==> config.mk <==
export PLATFORM = sky130hd
export DESIGN_NAME = rtec_core
export DESIGN_NICKNAME = d
export VERILOG_FILES = /design/src/rtl/rtec_pkg.sv /design/src/rtl/rtec_mstp_gate.sv /design/src/rtl/rtec_core.sv
export SDC_FILE = /design/constraint.sdc
export NUM_CORES = 1
export LEC_CHECK = 0
export BUFFER_PORTS_ARGS = -buffer_cell sky130_fd_sc_hd__buf_2
export CELL_PAD_IN_SITES_DETAIL_PLACEMENT = 1
export CELL_PAD_IN_SITES_GLOBAL_PLACEMENT = 1
export CORE_MARGIN = 4
export CORE_UTILIZATION = 30
export DETAILED_ROUTE_END_ITERATION = 8
export PLACE_DENSITY_LB_ADDON = 0.1
export SYNTH_ARGS = -nofsm -noshare
export SYNTH_HDL_FRONTEND = slang
export SYNTH_HIERARCHICAL = 1
export SYNTH_SLANG_ARGS = --single-unit
==> constraint.sdc <==
create_clock -name hclk -period 1.6 [get_ports hclk]
set_input_delay 0.24 -clock hclk [delete_from_list [all_inputs] [get_ports hclk]]
set_output_delay 0.24 -clock hclk [all_outputs]
set_load 0.01 [all_outputs]
==> src/rtl/rtec_pkg.sv <==
// Constants, register map and types of the reset and trace exception controller
package rtec_pkg;

  // Register byte offsets
  localparam logic [7:0]  ADDR_CTRL   = 8'h00;
  localparam logic [7:0]  ADDR_EXR    = 8'h04;
  localparam logic [7:0]  ADDR_CCR    = 8'h08;
  localparam logic [7:0]  ADDR_MSTP   = 8'h0C;
  localparam logic [7:0]  ADDR_STAT   = 8'h10;
  localparam logic [7:0]  ADDR_MASK   = 8'h14;
  localparam logic [7:0]  ADDR_STATE  = 8'h18;

  // Interrupt control modes
  localparam logic [1:0]  ICM_0       = 2'h0;
  localparam logic [1:0]  ICM_2       = 2'h2;

  // Field positions
  localparam int          ICM_LSB     = 0;
  localparam int          EXR_T_BIT   = 7;
  localparam int          EXR_PRI_LSB = 0;
  localparam int          CCR_I_BIT   = 7;
  localparam int          CCR_UI_BIT  = 6;
  localparam int          ST_TRACE    = 0;
  localparam int          ST_BLOCKED  = 1;
  localparam int          ST_FIRST    = 2;
  localparam int          NUM_EVT     = 3;

  // Reset values, top priority level and module count
  localparam logic [1:0]  ICM_RESET   = 2'h0;
  localparam logic [15:0] MSTP_RESET  = 16'h3FFF;
  localparam logic [7:0]  EXR_RESET   = 8'h07;
  localparam logic [7:0]  CCR_RESET   = 8'h80;
  localparam logic [2:0]  PRI_TOP     = 3'h7;
  localparam int          NUM_MOD     = 16;

  // Reset phase of the core
  typedef enum logic [0:0] {PH_BOOT, PH_RUN} rtec_phase_e;

endpackage

==> src/rtl/rtec_mstp_gate.sv <==
// Module stop access gate for the on-chip supporting module registers
`timescale 1ns/1ps
module rtec_mstp_gate
  import rtec_pkg::*;
(
  // Module stop control
  input  wire logic [NUM_MOD-1:0] mstp,
  // Peripheral register access
  input  wire logic               per_req,
  input  wire logic [3:0]         per_idx,
  output logic                    per_grant,
  output logic                    per_blocked
);

  function automatic logic [NUM_MOD-1:0] onehot(input logic [3:0] idx);
    onehot = '0;
    onehot[idx] = 1'b1;
  endfunction

  wire logic stopped;

  assign stopped     = |(onehot(per_idx) & mstp);
  assign per_grant   = per_req & ~stopped;   // RQ4
  assign per_blocked = per_req & stopped;    // RQ4

endmodule

==> src/rtl/rtec_core.sv <==
// Reset and trace exception controller with AHB-Lite register slave
//
// Summary of operation
// (RQ1) After reset mask all interrupts including NMI
// (RQ2) First instruction runs before any interrupt
// (RQ3) Module stop register resets to 3FFF
// (RQ4) Stopped modules refuse register reads and writes
// (RQ5) Trace only in interrupt control mode 2
// (RQ6) Trace bit set: exception after each instruction
// (RQ7) Only clearing trace bit ends trace; mask ignored
// (RQ8) Trace handling sets I, clears T only
// (RQ9) Interrupts still accepted inside trace handler
// (RQ10) Stacked trace bit stays one for return
// (RQ11) No trace exception after exception return
//
// The address map and the AHB-Lite slave port were left to the implementer.
`timescale 1ns/1ps
module rtec_core
  import rtec_pkg::*;
(
  // Clock and reset
  input  wire logic        hclk,
  input  wire logic        hresetn,
  // AHB-Lite slave
  input  wire logic        hsel,
  input  wire logic [31:0] haddr,
  input  wire logic [1:0]  htrans,
  input  wire logic        hwrite,
  input  wire logic [2:0]  hsize,
  input  wire logic [31:0] hwdata,
  input  wire logic        hready,
  output logic             hreadyout,
  output logic             hresp,
  output logic [31:0]      hrdata,
  // Instruction sequencer
  input  wire logic        instr_done,
  input  wire logic        instr_is_rte,
  input  wire logic        rte_exr_t,
  output logic             trace_exc_req,
  output logic             stacked_exr_t,
  // Interrupt requests
  input  wire logic        nmi_req,
  input  wire logic        irq_req,
  input  wire logic [2:0]  irq_level,
  output logic             int_accept,
  // Peripheral register access
  input  wire logic        per_req,
  input  wire logic [3:0]  per_idx,
  output logic             per_grant,
  output logic             per_blocked,
  // Interrupt output
  output logic             irq
);

  ////////////////////////////////////////////////////////////////////////////////
  // State

  rtec_phase_e          phase;
  rtec_phase_e          next_phase;
  logic [1:0]           icm;
  logic [7:0]           extended_control_reg;
  logic [7:0]           condition_code_reg;
  logic [NUM_MOD-1:0]   mstp;
  logic [NUM_EVT-1:0]   stat;
  logic [NUM_EVT-1:0]   mask;
  logic                 dp_wr;
  logic [7:0]           dp_addr;

  ////////////////////////////////////////////////////////////////////////////////
  // Bus decode

  wire logic            ap_valid;
  wire logic            wr_ctrl;
  wire logic            wr_exr;
  wire logic            wr_ccr;
  wire logic            wr_mstp;
  wire logic            wr_stat;
  wire logic            wr_mask;

  assign ap_valid  = hsel & htrans[1] & hready;
  assign hreadyout = 1'b1;
  assign hresp     = 1'b0;
  assign wr_ctrl   = dp_wr & (dp_addr == ADDR_CTRL);
  assign wr_exr    = dp_wr & (dp_addr == ADDR_EXR);
  assign wr_ccr    = dp_wr & (dp_addr == ADDR_CCR);
  assign wr_mstp   = dp_wr & (dp_addr == ADDR_MSTP);
  assign wr_stat   = dp_wr & (dp_addr == ADDR_STAT);
  assign wr_mask   = dp_wr & (dp_addr == ADDR_MASK);

  always_ff @(posedge hclk or negedge hresetn) begin
    if (!hresetn) begin
      dp_wr   <= 1'b0;
      dp_addr <= 8'h00;
    end else begin
      dp_wr   <= ap_valid & hwrite & (hsize == 3'h2);
      dp_addr <= ap_valid ? haddr[7:0] : dp_addr;
    end
  end

  ////////////////////////////////////////////////////////////////////////////////
  // Trace and interrupt decisions

  wire logic            trace_on;
  wire logic            trace_hit;
  wire logic            mode2_ok;
  wire logic            mode0_ok;

  assign trace_on  = (icm == ICM_2) & extended_control_reg[EXR_T_BIT];                // RQ5 RQ7
  assign trace_hit = instr_done & trace_on & ~instr_is_rte;          // RQ6 RQ11
  assign mode2_ok  = (irq_level > extended_control_reg[EXR_PRI_LSB +: 3]) | (irq_level == PRI_TOP);
  assign mode0_ok  = ~condition_code_reg[CCR_I_BIT];
  assign int_accept = (phase == PH_RUN)
                      & (nmi_req | (irq_req & ((icm == ICM_2) ? mode2_ok : mode0_ok)));
  // RQ1 RQ2 RQ9
  assign next_phase = (phase == PH_BOOT && instr_done) ? PH_RUN : phase;  // RQ2

  always_ff @(posedge hclk or negedge hresetn) begin
    if (!hresetn) begin
      phase <= PH_BOOT;                                                  // RQ1
    end else begin
      phase <= next_phase;
    end
  end

  always_ff @(posedge hclk or negedge hresetn) begin
    if (!hresetn) begin
      trace_exc_req <= 1'b0;
      stacked_exr_t <= 1'b0;
    end else begin
      trace_exc_req <= trace_hit;                                        // RQ6
      if (trace_hit) begin
        stacked_exr_t <= extended_control_reg[EXR_T_BIT];                                 // RQ10
      end
    end
  end

  ////////////////////////////////////////////////////////////////////////////////
  // Control registers

  always_ff @(posedge hclk or negedge hresetn) begin
    if (!hresetn) begin
      icm  <= ICM_RESET;
      mstp <= MSTP_RESET;                                                // RQ3
      mask <= '0;
    end else begin
      if (wr_ctrl && (hwdata[ICM_LSB +: 2] == ICM_0 || hwdata[ICM_LSB +: 2] == ICM_2)) begin
        icm <= hwdata[ICM_LSB +: 2];
      end
      if (wr_mstp) begin
        mstp <= hwdata[NUM_MOD-1:0];
      end
      if (wr_mask) begin
        mask <= hwdata[NUM_EVT-1:0];
      end
    end
  end

  always_ff @(posedge hclk or negedge hresetn) begin
    if (!hresetn) begin
      extended_control_reg <= EXR_RESET;
      condition_code_reg <= CCR_RESET;
    end else if (trace_hit) begin
      extended_control_reg[EXR_T_BIT] <= 1'b0;                                            // RQ8
      condition_code_reg[CCR_I_BIT] <= 1'b1;                                            // RQ8
    end else if (instr_done && instr_is_rte) begin
      extended_control_reg[EXR_T_BIT] <= rte_exr_t;                                       // RQ10
    end else begin
      if (wr_exr) begin
        extended_control_reg <= {hwdata[EXR_T_BIT], 4'h0, hwdata[EXR_PRI_LSB +: 3]};
      end
      if (wr_ccr) begin
        condition_code_reg <= {hwdata[CCR_I_BIT], hwdata[CCR_UI_BIT], 6'h00};
      end
    end
  end

  ////////////////////////////////////////////////////////////////////////////////
  // Events, status and interrupt

  wire logic [NUM_EVT-1:0] evt;

  assign evt[ST_TRACE]   = trace_hit;
  assign evt[ST_BLOCKED] = per_blocked;
  assign evt[ST_FIRST]   = (phase == PH_BOOT) & instr_done;
  assign irq             = |(stat & mask);

  always_ff @(posedge hclk or negedge hresetn) begin
    if (!hresetn) begin
      stat <= '0;
    end else begin
      stat <= (stat & ~(wr_stat ? hwdata[NUM_EVT-1:0] : '0)) | evt;
    end
  end

  ////////////////////////////////////////////////////////////////////////////////
  // Read mux

  always_comb begin
    hrdata = 32'h0000_0000;
    unique case (dp_addr)
      ADDR_CTRL:  hrdata[1:0]         = icm;
      ADDR_EXR:   hrdata[7:0]         = extended_control_reg;
      ADDR_CCR:   hrdata[7:0]         = condition_code_reg;
      ADDR_MSTP:  hrdata[NUM_MOD-1:0] = mstp;
      ADDR_STAT:  hrdata[NUM_EVT-1:0] = stat;
      ADDR_MASK:  hrdata[NUM_EVT-1:0] = mask;
      ADDR_STATE: hrdata[1:0]         = {trace_on, phase == PH_BOOT};
      default:    hrdata              = 32'h0000_0000;
    endcase
  end

  ////////////////////////////////////////////////////////////////////////////////
  // Module stop gate

  rtec_mstp_gate u_gate (
    .mstp        (mstp),
    .per_req     (per_req),
    .per_idx     (per_idx),
    .per_grant   (per_grant),
    .per_blocked (per_blocked)
  );
endmodule

==> results of run 1 <==
-- final cells by class --
| type | instances | area (um2) | share of cell area [%] |
|---|---|---|---|
| clock buffers | 6 | 93.84 | 2.518 |
| clock inverters | 2 | 10.01 | 0.2686 |
| inverters | 8 | 30.03 | 0.8059 |
| multi-input cells | 149 | 1426 | 38.28 |
| flip-flops and latches | 42 | 1077 | 28.91 |
| well taps | 102 | 127.6 | 3.425 |
| repair buffers | 125 | 960.9 | 25.79 |
-- worst paths after layout --
| kind | start | end |
|---|---|---|
| max reg2reg | dp_addr[7] | icm[1] |
| min reg2reg | stacked_exr_t | stacked_exr_t |
| min | hwdata[8] | mstp[8] |
| max in group asynchronous | hresetn | mstp[0] |
| max | mstp[15] | per_blocked |
| min in group asynchronous | hresetn | stacked_exr_t |
-- through the flow --
step | total power [mW] | instance area [um2]
2_1_floorplan | 1.640 | 2490
3_3_place_gp | 1.976 | 3124
3_5_place_dp | 1.994 | 3124
4_1_cts | 2.983 | 3630
5_1_grt | 3.205 | 3726
6_report | 3.031 | 3726
-- layout by cell type, fill, tap and decap left out, drive strengths merged, types with 4 or more instances in the layout --
cell type | Yosys | final
buf | 21 | 124
mux2 | 34 | 34
dfrtp | 24 | 24
conb | 2 | 18
dfstp | 18 | 18
and2 | 13 | 13
nand2 | 12 | 12
inv | 8 | 8
nand3 | 7 | 7
o21ai | 7 | 7
clkbuf | 3 | 6
mux2i | 5 | 5
mux4 | 5 | 5
nor3 | 4 | 4
nor2 | 4 | 4
-- what timing repair did --
action	4_1_cts	5_1_grt
buffers inserted	13	7
gates resized for setup	74	22
gates cloned	2	0
hold buffers	1	0
endpoints found under the setup margin	46	50
endpoints found under the hold margin	14	0
pin swaps	26	18
-- layer usage --
metal | routed length [um] | GRT usage [%] | part of all wire [%]
met5 | 0 | 0 | 0
met4 | 53 | 2.875 | 0.71
met1 | 3263 | 20.29 | 44
met2 | 3719 | 26.91 | 50
met3 | 390 | 3.929 | 5.3
-- worst max-delay path: cells and delay by family (launching register included) --
family | cells | cell delay (ns)
and+or+nand+nor | 1 | 0.17
DFF | 1 | 0.39
muxes | 2 | 0.97
buffers and inverters | 1 | 0.12
-- power by group through the flow --
stage	clock (mW)	sequential (mW)	combinational (mW)
2_1_floorplan	0	1.28	0.365
5_1_grt	0.882	1.31	1.02
6_report	0.806	1.29	0.935
4_1_cts	0.819	1.28	0.883
3_3_place_gp	0	1.30	0.676
3_5_place_dp	0	1.30	0.689
-- cell families (layout without fill, tap and decap cells) --
kind of cell	Yosys count	count (layout)
simple gates	61	61
mux	44	44
flops	42	42
buf+inv	32	141
compound gates	23	23
fa+ha+maj	3	3
other cells	2	18
==> impl_results.md, run 1 <==
* Run status: finished, violations left
* Failing checks: setup timing
* Sw Ratio at between 30% and 40%
* Critical Path Max Stage Delay at about 0.50 ns
* Initial core utilization at 31.06%
* Layout area overhead at 53.66%
* CTS sink count at between 40 and 50
* Sequential cell area fraction in the yosys report at 44.27%
* CTS tree: built
* Mapped Cells at about 210
* Mux contribution to synthesized area at between 20% and 30%
* Hold Crit Class: input pin to flip-flop
* HPWL Detailed at about 5.5 mm
* CP cell instances: mux4_2 > mux4_2 > and2_4 > buf_6
* Yosys warning count at 6
* Row count at 32
* CTS Buffer Depth at 2
* Endpoint type of the worst setup path: output port
* CP Max Fanout at 2
* IO Pins at between 100 and 150
* Post-synth cell types at 47
* First-pass GRT wire length at ~12 mm
* Worst EP required at 1.36 ns
* Initial drt markers at about 70
* Combinational group share of total power at a little under a third
* P_leak at around 1.8 nW
* I/O Buffers at 67
* Fin crit period at ~2.2 ns
* Slowest-stage cell, CP: mux4_2
* CTS H-Tree Depth at 2
* Simple-gate area share of the yosys netlist at about 16%
* Setup Skew at between 0.008 and 0.009 ns
* Synth top area cells: dfrtp_1, dfstp_2, mux2_2, buf_4, mux4_1
* Clock share of power at 26.6%
* GPL Wtd Cong at around 0.74
* R2R Setup Slk at -0.38 ns
* Antenna Nets Post-Route at 0
* Crit path kind: flip-flop to output port
* Setup ws final at -0.5818 ns
* Fillcell total at between 800 and 900
* Main combinational cell family by area after synthesis: multiplexers
* Largest net degree at the start of global routing at 25
* Max reg flops at 16
* Core area at ~0.0078 mm2
* Die ar. at approximately 0.0096 mm2
* Flops & latches, synth at 42
* Wire length per cell at between 15 and 20 um
* # DRC at 0
* Mapped Avg Cell Area at roughly 12 um2
* Final Setup Violations at between 40 and 50
* Fin nets at ~420
* Initial antenna violation count at 0
* Dpl ws at -0.3845 ns
* Via count at roughly 2000
* Fmax achieved at around 0.46 GHz
* Number of global-route vias before repair at 2240
* Power per cell area at a little over 800 mW/mm2
* DP Cell Count at between 400 and 500
* Area leader, netlist: dfrtp_1
* Async S/R FF share, synth at 100.0%
* Final hold slack at 0.1556 ns
* Final wirelength at around 7.4 mm
* Skew-Pair Late Insertion Delay at approximately 0.31 ns
* Main synth FF type: dfrtp_1
* Tcrit/Tclk final at 136.4%
* Total track usage at roughly 16%
* Sw power at ~0.93 mW
* Post-route setup TNS at -13.74 ns
* Max-cap viol count at 0
* Worst hold stages at 2
* Compound-Gate Fraction of Synth Area at 6.708%
* Number of CTS-inserted buffers at 5
* Arr. time, crit path at between 1.5 and 2 ns
* Share of the synthesized area in the top cell type at between 20% and 30%
* Clk slew on worst S/H paths at about 0.090 ns
* Fin. Hold Viols at 0
* Max-slew violations at 0
* Most common library cells after synthesis: mux2_2, dfrtp_1, buf_4, dfstp_2
* Crit-path most repeated cell: mux4_2
* Share of cells above drive strength 1 at between 70% and 80%
* CTS Root Cell: clkbuf_8
* EDFF count, synth at 0
* Chip width at ~98 um
* XOR/XNOR Fraction of Synth Area at 0%
* Number of diodes at 0
* Final Instance Count excl. Fillers at ~430
* Post-synthesis adder-cell area fraction at between 1.5 and 2%
* Die Ht at roughly 100 um
* Most common cell in the netlist: mux2_2
* Flop pwr share at around 43%
* Power Internal at 2.106 mW
* Worst setup SP type: flip-flop
* Vias per cell at 4.719
* GRT overflow at 0
* Max IR drop VDD at between 0.4 and 0.5 mV
* Reg2reg path depth at 7
* RSZ-0062 raised after global routing: yes
* Fin util at approximately 48%
* Drt first pass iters at 4
* Synth Cell Area at between 0.002 and 0.0025 mm2
No activity file was read; power rests on OpenSTA's default activity.
==> inputs of run 2 (changes only) <==
--- a/config.mk
+++ b/config.mk
@@ -5,6 +5,7 @@
 export SDC_FILE = /design/constraint.sdc
 export NUM_CORES = 1
 export LEC_CHECK = 0
+export ABC_CLOCK_PERIOD_IN_PS = 1600
 export BUFFER_PORTS_ARGS = -buffer_cell sky130_fd_sc_hd__buf_2
 export CELL_PAD_IN_SITES_DETAIL_PLACEMENT = 1
 export CELL_PAD_IN_SITES_GLOBAL_PLACEMENT = 1
==> constraint.sdc (replaced) <==
create_clock -name hclk -period 1.6 [get_ports hclk]
set_input_delay 0.08 -clock hclk [delete_from_list [all_inputs] [get_ports hclk]]
set_output_delay 0.08 -clock hclk [all_outputs]
set_load 0.01 [all_outputs]
==> impl_results.md, run 2 (synthesis gave the netlist of run 1 again) <==
* Fin util at 47.44% (-0.29 points)
* Worst setup SP type: flip-flop
* Die Ht at 97.91 um (unchanged)
* Setup Skew at 0.005288 ns (-0.003617 ns)
* Vias per cell at 4.760 (+0.88%)
* Max-slew violations at 0 (unchanged)
* Fin. Hold Viols at 0 (unchanged)
* GRT overflow at 0 (unchanged)
* Final Setup Violations at 47 (+2.2%)
* Fin crit period at 2.000 ns (-0.1818 ns)
* CTS Buffer Depth at 2 (unchanged)
* Slew headroom at between 60% and 70%
* Chip width at 97.91 um (unchanged)
* Worst-margin pin slew at roughly 0.54 ns
* Number of CTS-inserted buffers at 5 (unchanged)
* Max IR drop VDD at 0.3724 mV (-7.9%)
* Tcrit/Tclk final at 125.0% (-11 points)
* CP Max Fanout at 2 (unchanged)
* Total Power at 2.864 mW (-5.5%)
* GPL Wtd Cong at 0.7378 (-0.65%)
* Fin nets at 421 (unchanged)
* CTS tree: built
* Most common cell after layout, fill and taps aside: buf_2
* Core area at 0.007807 mm2 (unchanged)
* IO Pins at 127 (unchanged)
* Layout area overhead at 52.73%
* P_leak at 1.734 nW (-1.1%)
* Post-route setup TNS at -7.407 ns (+6.332 ns)
* Sw Ratio at 30.05% (-0.49 points)
* Crit path kind: flip-flop to output port
* Wire length per cell at 17.20 um (+0.51%)
* First-pass GRT wire length at 12.36 mm (+4.0%)
* Worst EP required at 1.52 ns (+0.16 ns)
* Via count at 2066 (+0.88%)
* Commonest cells after routing, fill and taps aside: buf_2, mux2_2, buf_4, buf_6, dfrtp_1
* Clk slew on worst S/H paths at 0.08 ns (about the same)
* Arr. time, crit path at 1.92 ns (-0.02 ns)
* # DRC at 0 (unchanged)
* Setup ws final at -0.3999 ns (+0.1818 ns)
* Number of diodes at 0 (unchanged)
* Power Internal at 2.004 mW (-4.8%)
* Max reg flops at 16 (unchanged)
* Antenna Nets Post-Route at 0 (unchanged)
* Power per cell area at 773.4 mW/mm2 (-4.9%)
* Number of global-route vias before repair at 2380 (+6.3%)
* Dpl ws at -0.1655 ns (+0.2191 ns)
* Final wirelength at 7.464 mm (+0.51%)
* Initial core utilization at 31.06% (unchanged)
* Max-cap viol count at 0 (unchanged)
* Endpoint type of the worst setup path: output port
* Flop pwr share at 44.3% (+1.7 points)
* Fmax achieved at 0.5000 GHz (+9.1%)
* Skew-Pair Late Insertion Delay at 0.30 ns (about the same)
* Run status: finished, violations left
* Failing checks: setup timing
* Share of cells above drive strength 1 at 67.47% (-4.8 points)
* Drt first pass iters at 4 (unchanged)
* Initial antenna violation count at 0 (unchanged)
* Sw power at 0.8606 mW (-7.0%)
* Largest net degree at the start of global routing at 23 (-8.0%)
* RSZ-0062 raised after global routing: yes
* HPWL Detailed at 5.422 mm (-1.6%)
* CTS sink count at 42 (unchanged)
* I/O Buffers at 67 (unchanged)
* CTS H-Tree Depth at 2 (unchanged)
* Total track usage at 16.26% (+0.55 points)
* Clock share of power at 25.6% (-1.0 points)
* Hold Crit Class: input pin to flip-flop
* Combinational group share of total power at 30.1% (-0.8 points)
* Final hold slack at 0.008977 ns (-0.1466 ns)
* Initial drt markers at 58 (-18%)
* CTS Root Cell: clkbuf_8
* Row count at 32 (unchanged)
* Die ar. at 0.009585 mm2 (unchanged)
-- run 2: cell types whose count changed in the layout (fill, tap and decap cells not counted), moves of 3 or more --
cell | before | now
nor3_2 | 0 | 3
buf_6 | 30 | 25
buf_4 | 36 | 29
dlygate4sd3_1 | 1 | 12
nor3_4 | 4 | 1
-- run 2: power by group through the flow --
| stage | sequential [mW] | clock, mW | combinational, mW |
|---|---|---|---|
| floorplan | 1.27 | 0 | 0.357 |
| global placement | 1.29 | 0 | 0.632 |
| detailed placement | 1.29 | 0 | 0.641 |
| CTS | 1.26 | 0.777 | 0.834 |
| global route | 1.28 | 0.817 | 0.943 |
| finish | 1.27 | 0.734 | 0.862 |
-- run 2: worst paths after layout --
path                       slack [ns]  depth (start not counted)            end          start
hold / removal                  0.009                          2     dp_addr[1]       haddr[1]
max in group asynchronous        0.67                          3        mstp[4]        hresetn
setup / recovery                -0.40                          4    per_blocked       mstp[14]
hold reg to reg                  0.47                          1  stacked_exr_t  stacked_exr_t
setup reg to reg                -0.29                          5        stat[1]       mstp[14]
min in group asynchronous        0.29                          2     dp_addr[5]        hresetn
-- run 2: timing repair --
| item | 4_1_cts | 5_1_grt |
|---|---|---|
| pin swaps | 25 | 9 |
| hold endpoints to repair | 22 | 0 |
| gates resized for setup | 63 | 20 |
| cloned | 2 | 0 |
| hold buffers | 12 | 0 |
| buffers inserted | 14 | 1 |
| setup endpoints to repair | 31 | 49 |
-- run 2: routing by layer --
metal  GRT usage (%)  up-vias  share of wire [%]
met1           20.23     1045                 45
met4           5.431        0                1.5
met5               0        -                  0
li1                -      958                  -
met2           28.43       53                 50
met3           2.857       10                3.9
-- run 2: critical path, stage by stage (launching register included) --
cell	delay (ns)
dfrtp_1	0.40
mux4_2	0.48
mux4_2	0.47
and2_4	0.16
buf_6	0.11
-- run 2: cell type report --
cell class / instances / area (um2)
clock inverter: 2 / 12.51
inverter: 8 / 30.03
sequential: 42 / 1075
tap: 102 / 127.6
clock buffer: 6 / 82.58
fill: 868 / 4104
multi-input combinational: 149 / 1389
timing repair buffer: 125 / 987.2
-- run 2: through the flow --
stage	area (um2)	instances
after floorplan	2476	223
after global placement	3035	399
after detailed placement	3035	399
after CTS	3645	435
after global routing	3704	434
final	3704	434
